`config.mk`:
```
export PLATFORM = sky130hd
export DESIGN_NAME = dsw_ctrl
export DESIGN_NICKNAME = d
export VERILOG_FILES = /design/src/hw/dsw_pkg.sv /design/src/hw/dsw_ctrl.sv
export VERILOG_INCLUDE_DIRS = /design/src /design/src/hw
export SDC_FILE = /design/constraint.sdc
export NUM_CORES = 1
export LEC_CHECK = 0
export BUFFER_PORTS_ARGS = -buffer_cell sky130_fd_sc_hd__buf_4
export CAP_MARGIN = 20
export CORE_MARGIN = 2
export CORE_UTILIZATION = 55
export DETAILED_ROUTE_END_ITERATION = 8
export PLACE_DENSITY = 0.72
export SYNTH_ARGS = -nofsm -noshare
export SYNTH_HDL_FRONTEND = slang
export SYNTH_SLANG_ARGS = --single-unit
export TNS_END_PERCENT = 100
```
`constraint.sdc`:
```
create_clock -name clk_i -period 2.01 [get_ports clk_i]
set_input_delay 0.1005 -clock clk_i [delete_from_list [all_inputs] [get_ports clk_i]]
set_output_delay 0.1005 -clock clk_i [all_outputs]
set_load 0.005 [all_outputs]
```
`src/hw/dsw_defines.svh`:
```
`ifndef DSW_DEFINES_SVH
`define DSW_DEFINES_SVH
`define DSW_CMD_NOP      3'h0
`define DSW_CMD_DIAG     3'h1
`define DSW_CMD_OUTCFG   3'h2
`define DSW_CMD_IOCFG    3'h3
`define DSW_CMD_RESET    3'h4
`define DSW_CMD_SLEEP    3'h5
`define DSW_CMD_WAKE     3'h6
`define DSW_CMD_CHAN     3'h7
`define DSW_CLK_MHZ      125
`define DSW_FILT_US      50
`define DSW_OFF_US       100
`define DSW_WAKE_US      100
`define DSW_FILT_CYC     (`DSW_FILT_US * `DSW_CLK_MHZ)
`define DSW_OFF_CYC      (`DSW_OFF_US * `DSW_CLK_MHZ)
`define DSW_WAKE_CYC     (`DSW_WAKE_US * `DSW_CLK_MHZ)
`define DSW_DIAG_OK      2'h3
`define DSW_DIAG_OVL     2'h2
`define DSW_SRC_PAR      2'h0
`define DSW_SRC_OR       2'h1
`define DSW_SRC_AND      2'h2
`define DSW_SRC_SER      2'h3
`define DSW_PINA_FAULT   2'h0
`endif

```
`src/hw/dsw_pkg.sv`:
```
package dsw_pkg;
	typedef struct packed {
		logic [1:0] lim1;
		logic       latch;
		logic [1:0] slow;
	} dsw_outcfg_t;
	typedef struct packed {
		logic       spi_mode;
		logic [1:0] src;
		logic [1:0] pina_fn;
	} dsw_iocfg_t;
	typedef enum logic [1:0] {DSW_RUN, DSW_SLEEP, DSW_WAKING} dsw_pwr_t;
endpackage

```
`src/hw/dsw_ctrl.sv`:
```
`include "dsw_defines.svh"
module dsw_ctrl
	import dsw_pkg::*;
(
	input  wire logic       clk_i,
	input  wire logic       rst_i,
	input  wire logic [1:0] par_in_i,
	input  wire logic [1:0] chan_ot_i,
	input  wire logic [1:0] chan_lim_i,
	input  wire logic       die_warn_i,
	input  wire logic       cs_n_i,
	input  wire logic       sclk_i,
	input  wire logic       si_i,
	output logic      [1:0] chan_on_o,
	output logic      [1:0] slow_slew_o,
	output logic      [1:0] lim1_mode_o,
	output logic            die_warn_o,
	output logic            bias_en_o,
	output logic      [1:0] sense_sel_o,
	output logic            pin_a_o,
	output logic            pin_a_oe_o,
	output logic            pin_b_o,
	output logic            pin_b_oe_o
);
	////////////////////////////////////////////////////////////
	// Input synchronisers: every input pin except clk_i and rst_i passes two flops
	logic [9:0] sync1;
	logic [9:0] sync2;
	logic [9:0] next_sync1;
	always_comb begin
		next_sync1 = {par_in_i, chan_ot_i, chan_lim_i, die_warn_i, cs_n_i, sclk_i, si_i};
	end
	always_ff @(posedge clk_i) begin
		if (rst_i) begin
			sync1 <= 10'h004;
			sync2 <= 10'h004;
		end else begin
			sync1 <= next_sync1;
			sync2 <= sync1;
		end
	end
	logic [1:0] par_s;
	logic [1:0] ot_s;
	logic [1:0] lim_s;
	logic       cs_s;
	logic       sclk_s;
	logic       si_s;
	assign par_s  = sync2[9:8];
	assign ot_s   = sync2[7:6];
	assign lim_s  = sync2[5:4];
	assign cs_s   = sync2[2];
	assign sclk_s = sync2[1];
	assign si_s   = sync2[0];

	////////////////////////////////////////////////////////////
	// Serial link
	logic        cs_d;
	logic        sclk_d;
	logic [7:0]  shreg;
	logic        so_bit;
	logic [7:0]  next_shreg;
	logic        next_so_bit;
	logic        cs_fall;
	logic        cs_rise;
	logic        sck_fall;
	logic        sck_rise;
	dsw_pwr_t    pwr;
	logic [7:0]  diag;
	assign cs_fall  = cs_d & ~cs_s;
	assign cs_rise  = ~cs_d & cs_s;
	assign sck_fall = ~cs_s & sclk_d & ~sclk_s;
	assign sck_rise = ~cs_s & ~sclk_d & sclk_s;
	always_comb begin
		next_shreg  = shreg;
		next_so_bit = so_bit;
		if (cs_fall) begin
			if (pwr != DSW_SLEEP) begin
				next_shreg = diag;
			end
			next_so_bit = (pwr != DSW_SLEEP) ? diag[7] : shreg[7];
		end else if (sck_fall) begin
			next_shreg = {shreg[6:0], si_s};
		end else if (sck_rise) begin
			next_so_bit = shreg[6];
		end
	end
	always_ff @(posedge clk_i) begin
		if (rst_i) begin
			cs_d   <= 1'b1;
			sclk_d <= 1'b0;
			shreg  <= 8'h00;
			so_bit <= 1'b1;
		end else begin
			cs_d   <= cs_s;
			sclk_d <= sclk_s;
			shreg  <= next_shreg;
			so_bit <= next_so_bit;
		end
	end

	////////////////////////////////////////////////////////////
	// Command decode and configuration
	dsw_outcfg_t ocfg;
	dsw_iocfg_t  iocfg;
	logic [1:0]  ser_on;
	logic [15:0] wake_cnt;
	dsw_outcfg_t next_ocfg;
	dsw_iocfg_t  next_iocfg;
	logic [1:0]  next_ser_on;
	dsw_pwr_t    next_pwr;
	logic [15:0] next_wake_cnt;
	logic        diag_clr;
	logic [2:0]  cmd;
	assign cmd = shreg[7:5];
	always_comb begin
		next_ocfg     = ocfg;
		next_iocfg    = iocfg;
		next_ser_on   = ser_on;
		next_pwr      = pwr;
		next_wake_cnt = wake_cnt;
		diag_clr      = 1'b0;
		if (pwr == DSW_WAKING) begin
			if (wake_cnt == 16'(`DSW_WAKE_CYC - 1)) begin
				next_pwr = DSW_RUN;
			end else begin
				next_wake_cnt = wake_cnt + 16'h0001;
			end
		end
		if (cs_rise) begin
			case (pwr)
				DSW_SLEEP: begin
					if (cmd == `DSW_CMD_WAKE) begin
						next_pwr      = DSW_WAKING;
						next_wake_cnt = 16'h0000;
						diag_clr      = 1'b1;
					end
				end
				default: begin
					diag_clr = (cmd != `DSW_CMD_NOP);
					case (cmd)
						`DSW_CMD_OUTCFG: next_ocfg = shreg[4:0];
						`DSW_CMD_IOCFG: next_iocfg = shreg[4:0];
						`DSW_CMD_RESET: begin
							next_ocfg   = 5'h00;
							next_iocfg  = 5'h00;
							next_ser_on = 2'h0;
						end
						`DSW_CMD_SLEEP: begin
							next_pwr    = DSW_SLEEP;
							next_ser_on = 2'h0;
						end
						`DSW_CMD_CHAN: next_ser_on = shreg[4:3];
						default: next_ser_on = ser_on;
					endcase
				end
			endcase
		end
	end
	always_ff @(posedge clk_i) begin
		if (rst_i) begin
			ocfg     <= 5'h00;
			iocfg    <= 5'h00;
			ser_on   <= 2'h0;
			pwr      <= DSW_RUN;
			wake_cnt <= 16'h0000;
		end else begin
			ocfg     <= next_ocfg;
			iocfg    <= next_iocfg;
			ser_on   <= next_ser_on;
			pwr      <= next_pwr;
			wake_cnt <= next_wake_cnt;
		end
	end

	////////////////////////////////////////////////////////////
	// Channel control and protection
	function automatic logic req_sel(input logic [1:0] src, input logic p, input logic s);
		case (src)
			`DSW_SRC_PAR: req_sel = p;
			`DSW_SRC_OR:  req_sel = p | s;
			`DSW_SRC_AND: req_sel = p & s;
			default:      req_sel = s;
		endcase
	endfunction
	logic [1:0]  req;
	logic [1:0]  req_d;
	logic [1:0]  ot_latch;
	logic [1:0]  ovl_latch;
	logic [1:0]  on_q;
	logic [14:0] lim_cnt [2];
	logic [1:0]  next_req_d;
	logic [1:0]  next_ot_latch;
	logic [1:0]  next_ovl_latch;
	logic [1:0]  next_on_q;
	logic [14:0] next_lim_cnt [2];
	logic [7:0]  next_diag;
	logic        awake;
	assign awake = (pwr == DSW_RUN);
	always_comb begin
		next_diag = diag_clr ? 8'hFF : diag;
		for (int c = 0; c < 2; c++) begin
			req[c]            = req_sel(iocfg.src, par_s[c], ser_on[c]);
			next_req_d[c]     = req[c];
			next_ot_latch[c]  = ot_latch[c];
			next_ovl_latch[c] = ovl_latch[c];
			next_lim_cnt[c]   = 15'h0000;
			if (req[c] & ~req_d[c]) begin
				next_ot_latch[c]  = 1'b0;
				next_ovl_latch[c] = 1'b0;
			end
			if (on_q[c] & ot_s[c]) begin
				next_ot_latch[c] = 1'b1;
				next_diag[2*c +: 2] = `DSW_DIAG_OVL;
			end
			if (on_q[c] & lim_s[c]) begin
				next_lim_cnt[c] = lim_cnt[c] + 15'h0001;
				if (ocfg.lim1[c] && lim_cnt[c] >= 15'(`DSW_FILT_CYC)) begin
					next_diag[2*c +: 2] = `DSW_DIAG_OVL;
					next_lim_cnt[c]     = lim_cnt[c];
				end else if (!ocfg.lim1[c] && lim_cnt[c] >= 15'(`DSW_OFF_CYC)) begin
					next_ovl_latch[c]   = 1'b1;
					next_diag[2*c +: 2] = `DSW_DIAG_OVL;
					next_lim_cnt[c]     = lim_cnt[c];
				end
			end
			// Autorestart: with latch clear, the latch falls when the sensor cools, requested or not
			if (!ocfg.latch && ot_latch[c] && !ot_s[c]) begin
				next_ot_latch[c] = 1'b0;
			end
			next_on_q[c] = awake & req[c] & ~next_ot_latch[c] & ~next_ovl_latch[c];
		end
		if (pwr != DSW_RUN) begin
			next_diag = 8'hFF;
		end
	end
	always_ff @(posedge clk_i) begin
		if (rst_i) begin
			req_d     <= 2'h0;
			ot_latch  <= 2'h0;
			ovl_latch <= 2'h0;
			on_q      <= 2'h0;
			lim_cnt   <= '{15'h0000, 15'h0000};
			diag      <= 8'hFF;
		end else begin
			req_d     <= next_req_d;
			ot_latch  <= next_ot_latch;
			ovl_latch <= next_ovl_latch;
			on_q      <= next_on_q;
			lim_cnt   <= next_lim_cnt;
			diag      <= {next_diag[7:6], ~sync2[3], next_diag[4:0]};
		end
	end

	////////////////////////////////////////////////////////////
	// Outputs and multi-function pins
	logic [1:0] ch_err;
	logic       pa;
	logic       pa_oe;
	logic       pb;
	logic       pb_oe;
	logic       next_pa;
	logic       next_pa_oe;
	logic       next_pb;
	logic       next_pb_oe;
	always_comb begin
		for (int c = 0; c < 2; c++) begin
			ch_err[c] = (diag[2*c +: 2] != `DSW_DIAG_OK);
		end
		next_pa    = 1'b0;
		next_pa_oe = 1'b0;
		if (!iocfg.spi_mode) begin
			next_pa    = req[0] ^ ch_err[0];
			next_pa_oe = 1'b1;
		end else if (iocfg.pina_fn == `DSW_PINA_FAULT) begin
			next_pa_oe = (diag[3:0] != 4'hF);
		end
		if (iocfg.spi_mode) begin
			next_pb    = so_bit;
			next_pb_oe = ~cs_s;
		end else begin
			next_pb    = req[1] ^ ch_err[1];
			next_pb_oe = 1'b1;
		end
	end
	always_ff @(posedge clk_i) begin
		if (rst_i) begin
			pa    <= 1'b0;
			pa_oe <= 1'b0;
			pb    <= 1'b0;
			pb_oe <= 1'b0;
		end else begin
			pa    <= next_pa;
			pa_oe <= next_pa_oe;
			pb    <= next_pb;
			pb_oe <= next_pb_oe;
		end
	end
	assign chan_on_o   = on_q;
	assign slow_slew_o = ocfg.slow;
	assign lim1_mode_o = ocfg.lim1;
	assign die_warn_o  = ~diag[5];
	assign bias_en_o   = (pwr != DSW_SLEEP);
	assign sense_sel_o = (iocfg.spi_mode) ? iocfg.pina_fn : 2'h0;
	assign pin_a_o     = pa;
	assign pin_a_oe_o  = pa_oe;
	assign pin_b_o     = pb;
	assign pin_b_oe_o  = pb_oe;

	AST_SLEEP_OFF: assert property (@(posedge clk_i) disable iff (rst_i)
		(pwr == DSW_SLEEP) |=> (chan_on_o == 2'h0))
		else $error("output on in sleep");
	AST_OT_OFF: assert property (@(posedge clk_i) disable iff (rst_i)
		(on_q[0] & ot_s[0]) |=> !on_q[0])
		else $error("channel stayed on at overtemperature");
	AST_SO_RELEASE: assert property (@(posedge clk_i) disable iff (rst_i)
		(cs_s && iocfg.spi_mode) |=> !pin_b_oe_o)
		else $error("serial out driven while deselected");
	AST_NOP_KEEP: assert property (@(posedge clk_i) disable iff (rst_i)
		(cs_rise && cmd == `DSW_CMD_NOP && pwr == DSW_RUN) |-> !diag_clr)
		else $error("no-op cleared diagnosis");
	AST_LOAD: assert property (@(posedge clk_i) disable iff (rst_i)
		(cs_fall && pwr == DSW_RUN) |=> shreg == $past(diag))
		else $error("diagnosis not loaded");
	AST_WAKE: assert property (@(posedge clk_i) disable iff (rst_i)
		$rose(pwr == DSW_WAKING) |-> (pwr != DSW_RUN) [*8])
		else $error("woke too early");
	AST_FAULT: assert property (@(posedge clk_i) disable iff (rst_i)
		(iocfg.spi_mode && iocfg.pina_fn == `DSW_PINA_FAULT && diag[1:0] != 2'h3 && $stable(iocfg))
		|=> pin_a_oe_o)
		else $error("fault pin not pulled");
	AST_SRC: assert property (@(posedge clk_i) disable iff (rst_i)
		(iocfg.src == `DSW_SRC_SER && ser_on == 2'h0) |=> chan_on_o == 2'h0)
		else $error("serial source ignored");
endmodule

```
==> qor.txt <==
Status: finished, final reports clean
Gp weighted congestion: 0.9005
Max-slew violations: 0
Internal cell power: 2.846 mW
Max Fclk: 519.5 MHz
I/O pin count: 26
Met1 Use GR: 29.51%
Crit path time final: 1.925 ns
Yosys reg bits: 108
Total Routed Length: 10.12 mm
Clk root buf: clkbuf_8
Worst hold stages: 2
Worst hold start: rst_i
Hold/Removal Path Class: input pin to flop
Worst slew pin tran: 0.5961 ns
Port bufs: 25
Antenna violations before repair: 0
Clk_lat worst skew: 0.38 ns
Met2 usage: 35.60%
Unique masters post-synth: 60
Slew headroom: 60.03%
Crit. End Element: flop
Critical Path Source Type: flop
Max clock buf depth: 2
CTS tree: done
Sw power: 0.8830 mW
Antenna cell count: 0
Net Count, Synth: 569
Die area: 0.009556 sq mm
Layer with the highest usage: met2
Worst r2r src: lim_cnt[29]
Clock Sink Count: 108
Nets: 615
Setup-failing EPs final: 0
WS Path Type: flop to flop
Sequential fraction of design power: 58.8%
Avg Vias per Cell: 5.653
Sequential Area: 0.002167 sq mm
Setup slack, reg-to-reg: 0.09 ns
Synth Instances: 552
Largest net degree at the start of global routing: 30
Switching fraction of total power: 23.68%
Post-Layout Inst Area: 0.005628 sq mm
Vias in the first global route: 3785
Placed inst area: 0.005171 sq mm
Total vias in the final route: 4019
Routed wire per std cell: 14.23 um
DP HPWL: 6.821 mm
Layout cells sized above 1: 17.74%
WHS Endpoint: slow_slew_o[1]
Final hold violation count: 0
# DRC: 0
Critical Path RT: 2.32 ns
Initial DRC count: 123
Clock slew at reported path FFs: 0.10 ns
Die Width: 97.76 um
First-pass GRT wire length: 17.49 mm
Post-route ant nets: 0
Sequential area share after synthesis: 44.72%
R2R cell count: 5
Core Area: 0.008636 sq mm
Critical Path AT: 2.24 ns
GR Overflow Total: 0
Post-synth EDFFs: 0
FFs w/ async S/R, synth: 0%
Fin crit share: 95.77%
H-tree levels: 3
CP max FO: 8
Ys Warns: 0
Layout fillers: 726
# rows: 34
Post-Syn Area: 0.004835 sq mm
Multi-input combinational cell area: 0.002534 sq mm
Pleak: 2.061 nW
Pwr Density: 662.6 mW/mm^2
Synthesis-to-layout area growth: 16.41%
Worst R2R End: lim_cnt[23]
Pre-antenna DRT Iters: 4
Chip height: 97.76 um
Mean Syn Cell Area: 8.758 sq um
Worst-case vdd ir drop: 0.7039 mV
# Max-Cap Violations: 0
Clock power share: 37.2%
Setup TNS Final: 0 ns
Clock buffer count from CTS: 9
Ys flop type: dfxtp_1
Worst Clk Skew: 0.01406 ns
Total GRT Usage: 21.92%
Initial Utilization: 55.98%
Met3 usage in global routing: 5.440%
Combinational Power Share: 4.0%
## power groups by stage
stage | logic, mW | registers (mW) | clock network (mW)
2_1_floorplan | 0.0898 | 2.23 | 0
3_3_place_gp | 0.131 | 2.24 | 0
3_5_place_dp | 0.134 | 2.24 | 0
4_1_cts | 0.149 | 2.19 | 1.43
5_1_grt | 0.167 | 2.20 | 1.51
6_report | 0.149 | 2.19 | 1.39
## cell type report
type	instances	share of cell area (%)
clock inverter	7	1.467
multi-input combinational	398	45.02
timing repair buffer	65	9.337
clock buffer	9	2.201
inverter	16	1.067
sequential	108	38.51
tap	108	2.401
## through the flow
| stage | setup slack [ns] | cells | power, mW | hold WS [ns] | util, % |
|---|---|---|---|---|---|
| 2_1_floorplan | 0.1613 | 552 | 2.321 | 0.2043 | - |
| 3_5_place_dp | 0.005548 | 677 | 2.375 | 0.2903 | 59.88 |
| 3_3_place_gp | 0.04617 | 677 | 2.371 | 0.2847 | 59.88 |
| 5_1_grt | -0.001791 | 711 | 3.870 | 0.01434 | 65.17 |
| 4_1_cts | 0.01491 | 705 | 3.773 | 0.006846 | 63.62 |
| 6_report | 0.08509 | 711 | 3.729 | 0.02406 | 65.17 |
## kinds of logic after synthesis
| family | count (synthesis) | share of synthesized area, % |
|---|---|---|
| adders and majority gates | 5 | 1.294 |
| AOI/OAI and AO/OA | 99 | 13.04 |
| and+or+nand+nor | 245 | 26.71 |
| muxes | 29 | 6.004 |
| buffers and inverters | 47 | 4.788 |
| xor gates and xnor gates | 19 | 3.442 |
| DFF | 108 | 44.72 |
## sequential cells by signal, indices dropped and copies added, names as in the netlist, 2 cells and up
name and flops:
ot_latch 2, sync1 10, slow_slew_o 2, ovl_latch 2, shreg 8, wake_cnt 16, chan_on_o 2, iocfg 5
pwr 2, diag 5, sync2 10, ser_on 2, req_d 2, lim_cnt 30, lim1_mode_o 2
## routing by layer
metal  vias to the layer above  wire (um)
met1                      1893       4744
li1                       2033          -
met3                        14        383
met4                         0        146
met5                         -          0
met2                        79       4844
## what timing repair did
item / in CTS / in global routing
endpoints found under the hold margin: 10 / 0
gates resized for setup: 2 / 20
buffers inserted: 2 / 5
hold buffers: 10 / 0
pin swaps: 2 / 7
gates cloned: 0 / 1
endpoints found under the setup margin: 3 / 30
## worst max-delay path by stage
stage | startpoint | endpoint | slack, ns | cells after the start
after global routing | lim_cnt[15] | lim_cnt[23] | -0.002 | 7
after floorplan | lim_cnt[0] | lim_cnt[9] | 0.16 | 9
after CTS | lim_cnt[0] | lim_cnt[8] | 0.01 | 8
after global placement | lim_cnt[10] | lim_cnt[2] | 0.05 | 6
final | lim_cnt[29] | lim_cnt[23] | 0.09 | 5
after detailed placement | lim_cnt[10] | lim_cnt[13] | 0.006 | 5
## critical path, cell delays in order, from the launching register on
cell and delay, ns:
dfxtp_1 0.37, nor4_4 0.37, o211ai_2 0.20, o211a_4 0.30, or4_4 0.51, a21oi_2 0.12
## cells in the mapped netlist (3+ instances only)
cell         n  area share [%]
xor2_1      14             2.5
nand3_1     20             2.1
buf_4        5            0.78
o31ai_1      3            0.47
o211ai_1     8             1.2
nand2b_1     6            0.78
nand2_1     36             2.8
a21oi_1     41             4.2
dfxtp_1    108              45
inv_1       16             1.2
buf_1        3            0.23
nor2_1      67             5.2
nor4_1       6            0.78
buf_2        6            0.62
nor3_1       7            0.72
or4_1        5            0.78
mux2i_1     29             6.0
ha_1         5             1.3
or3_1       14             1.8
or3_2        5            0.78
and3_1      10             1.3
o21a_1       5            0.78
or2_2        5            0.65
nand4_1     18             2.3
o21ai_0     18             1.9
xnor2_1      5            0.91
o2111ai_1    3            0.54
and2_1       4            0.52
nor2b_1     30             3.9
clkbuf_1    13             1.0
## layout by cell type (no fill, tap or decap), types with 14 or more instances in the layout
cell	instances
o21ai_0	17
or3_1	14
buf_4	54
nor2b_1	30
nand2_1	36
nand4_1	18
a21oi_1	39
mux2i_1	29
inv_1	15
nand3_1	20
dfxtp_1	104
nor2_1	67
xor2_1	14
Power figures use the tool's default switching activity.
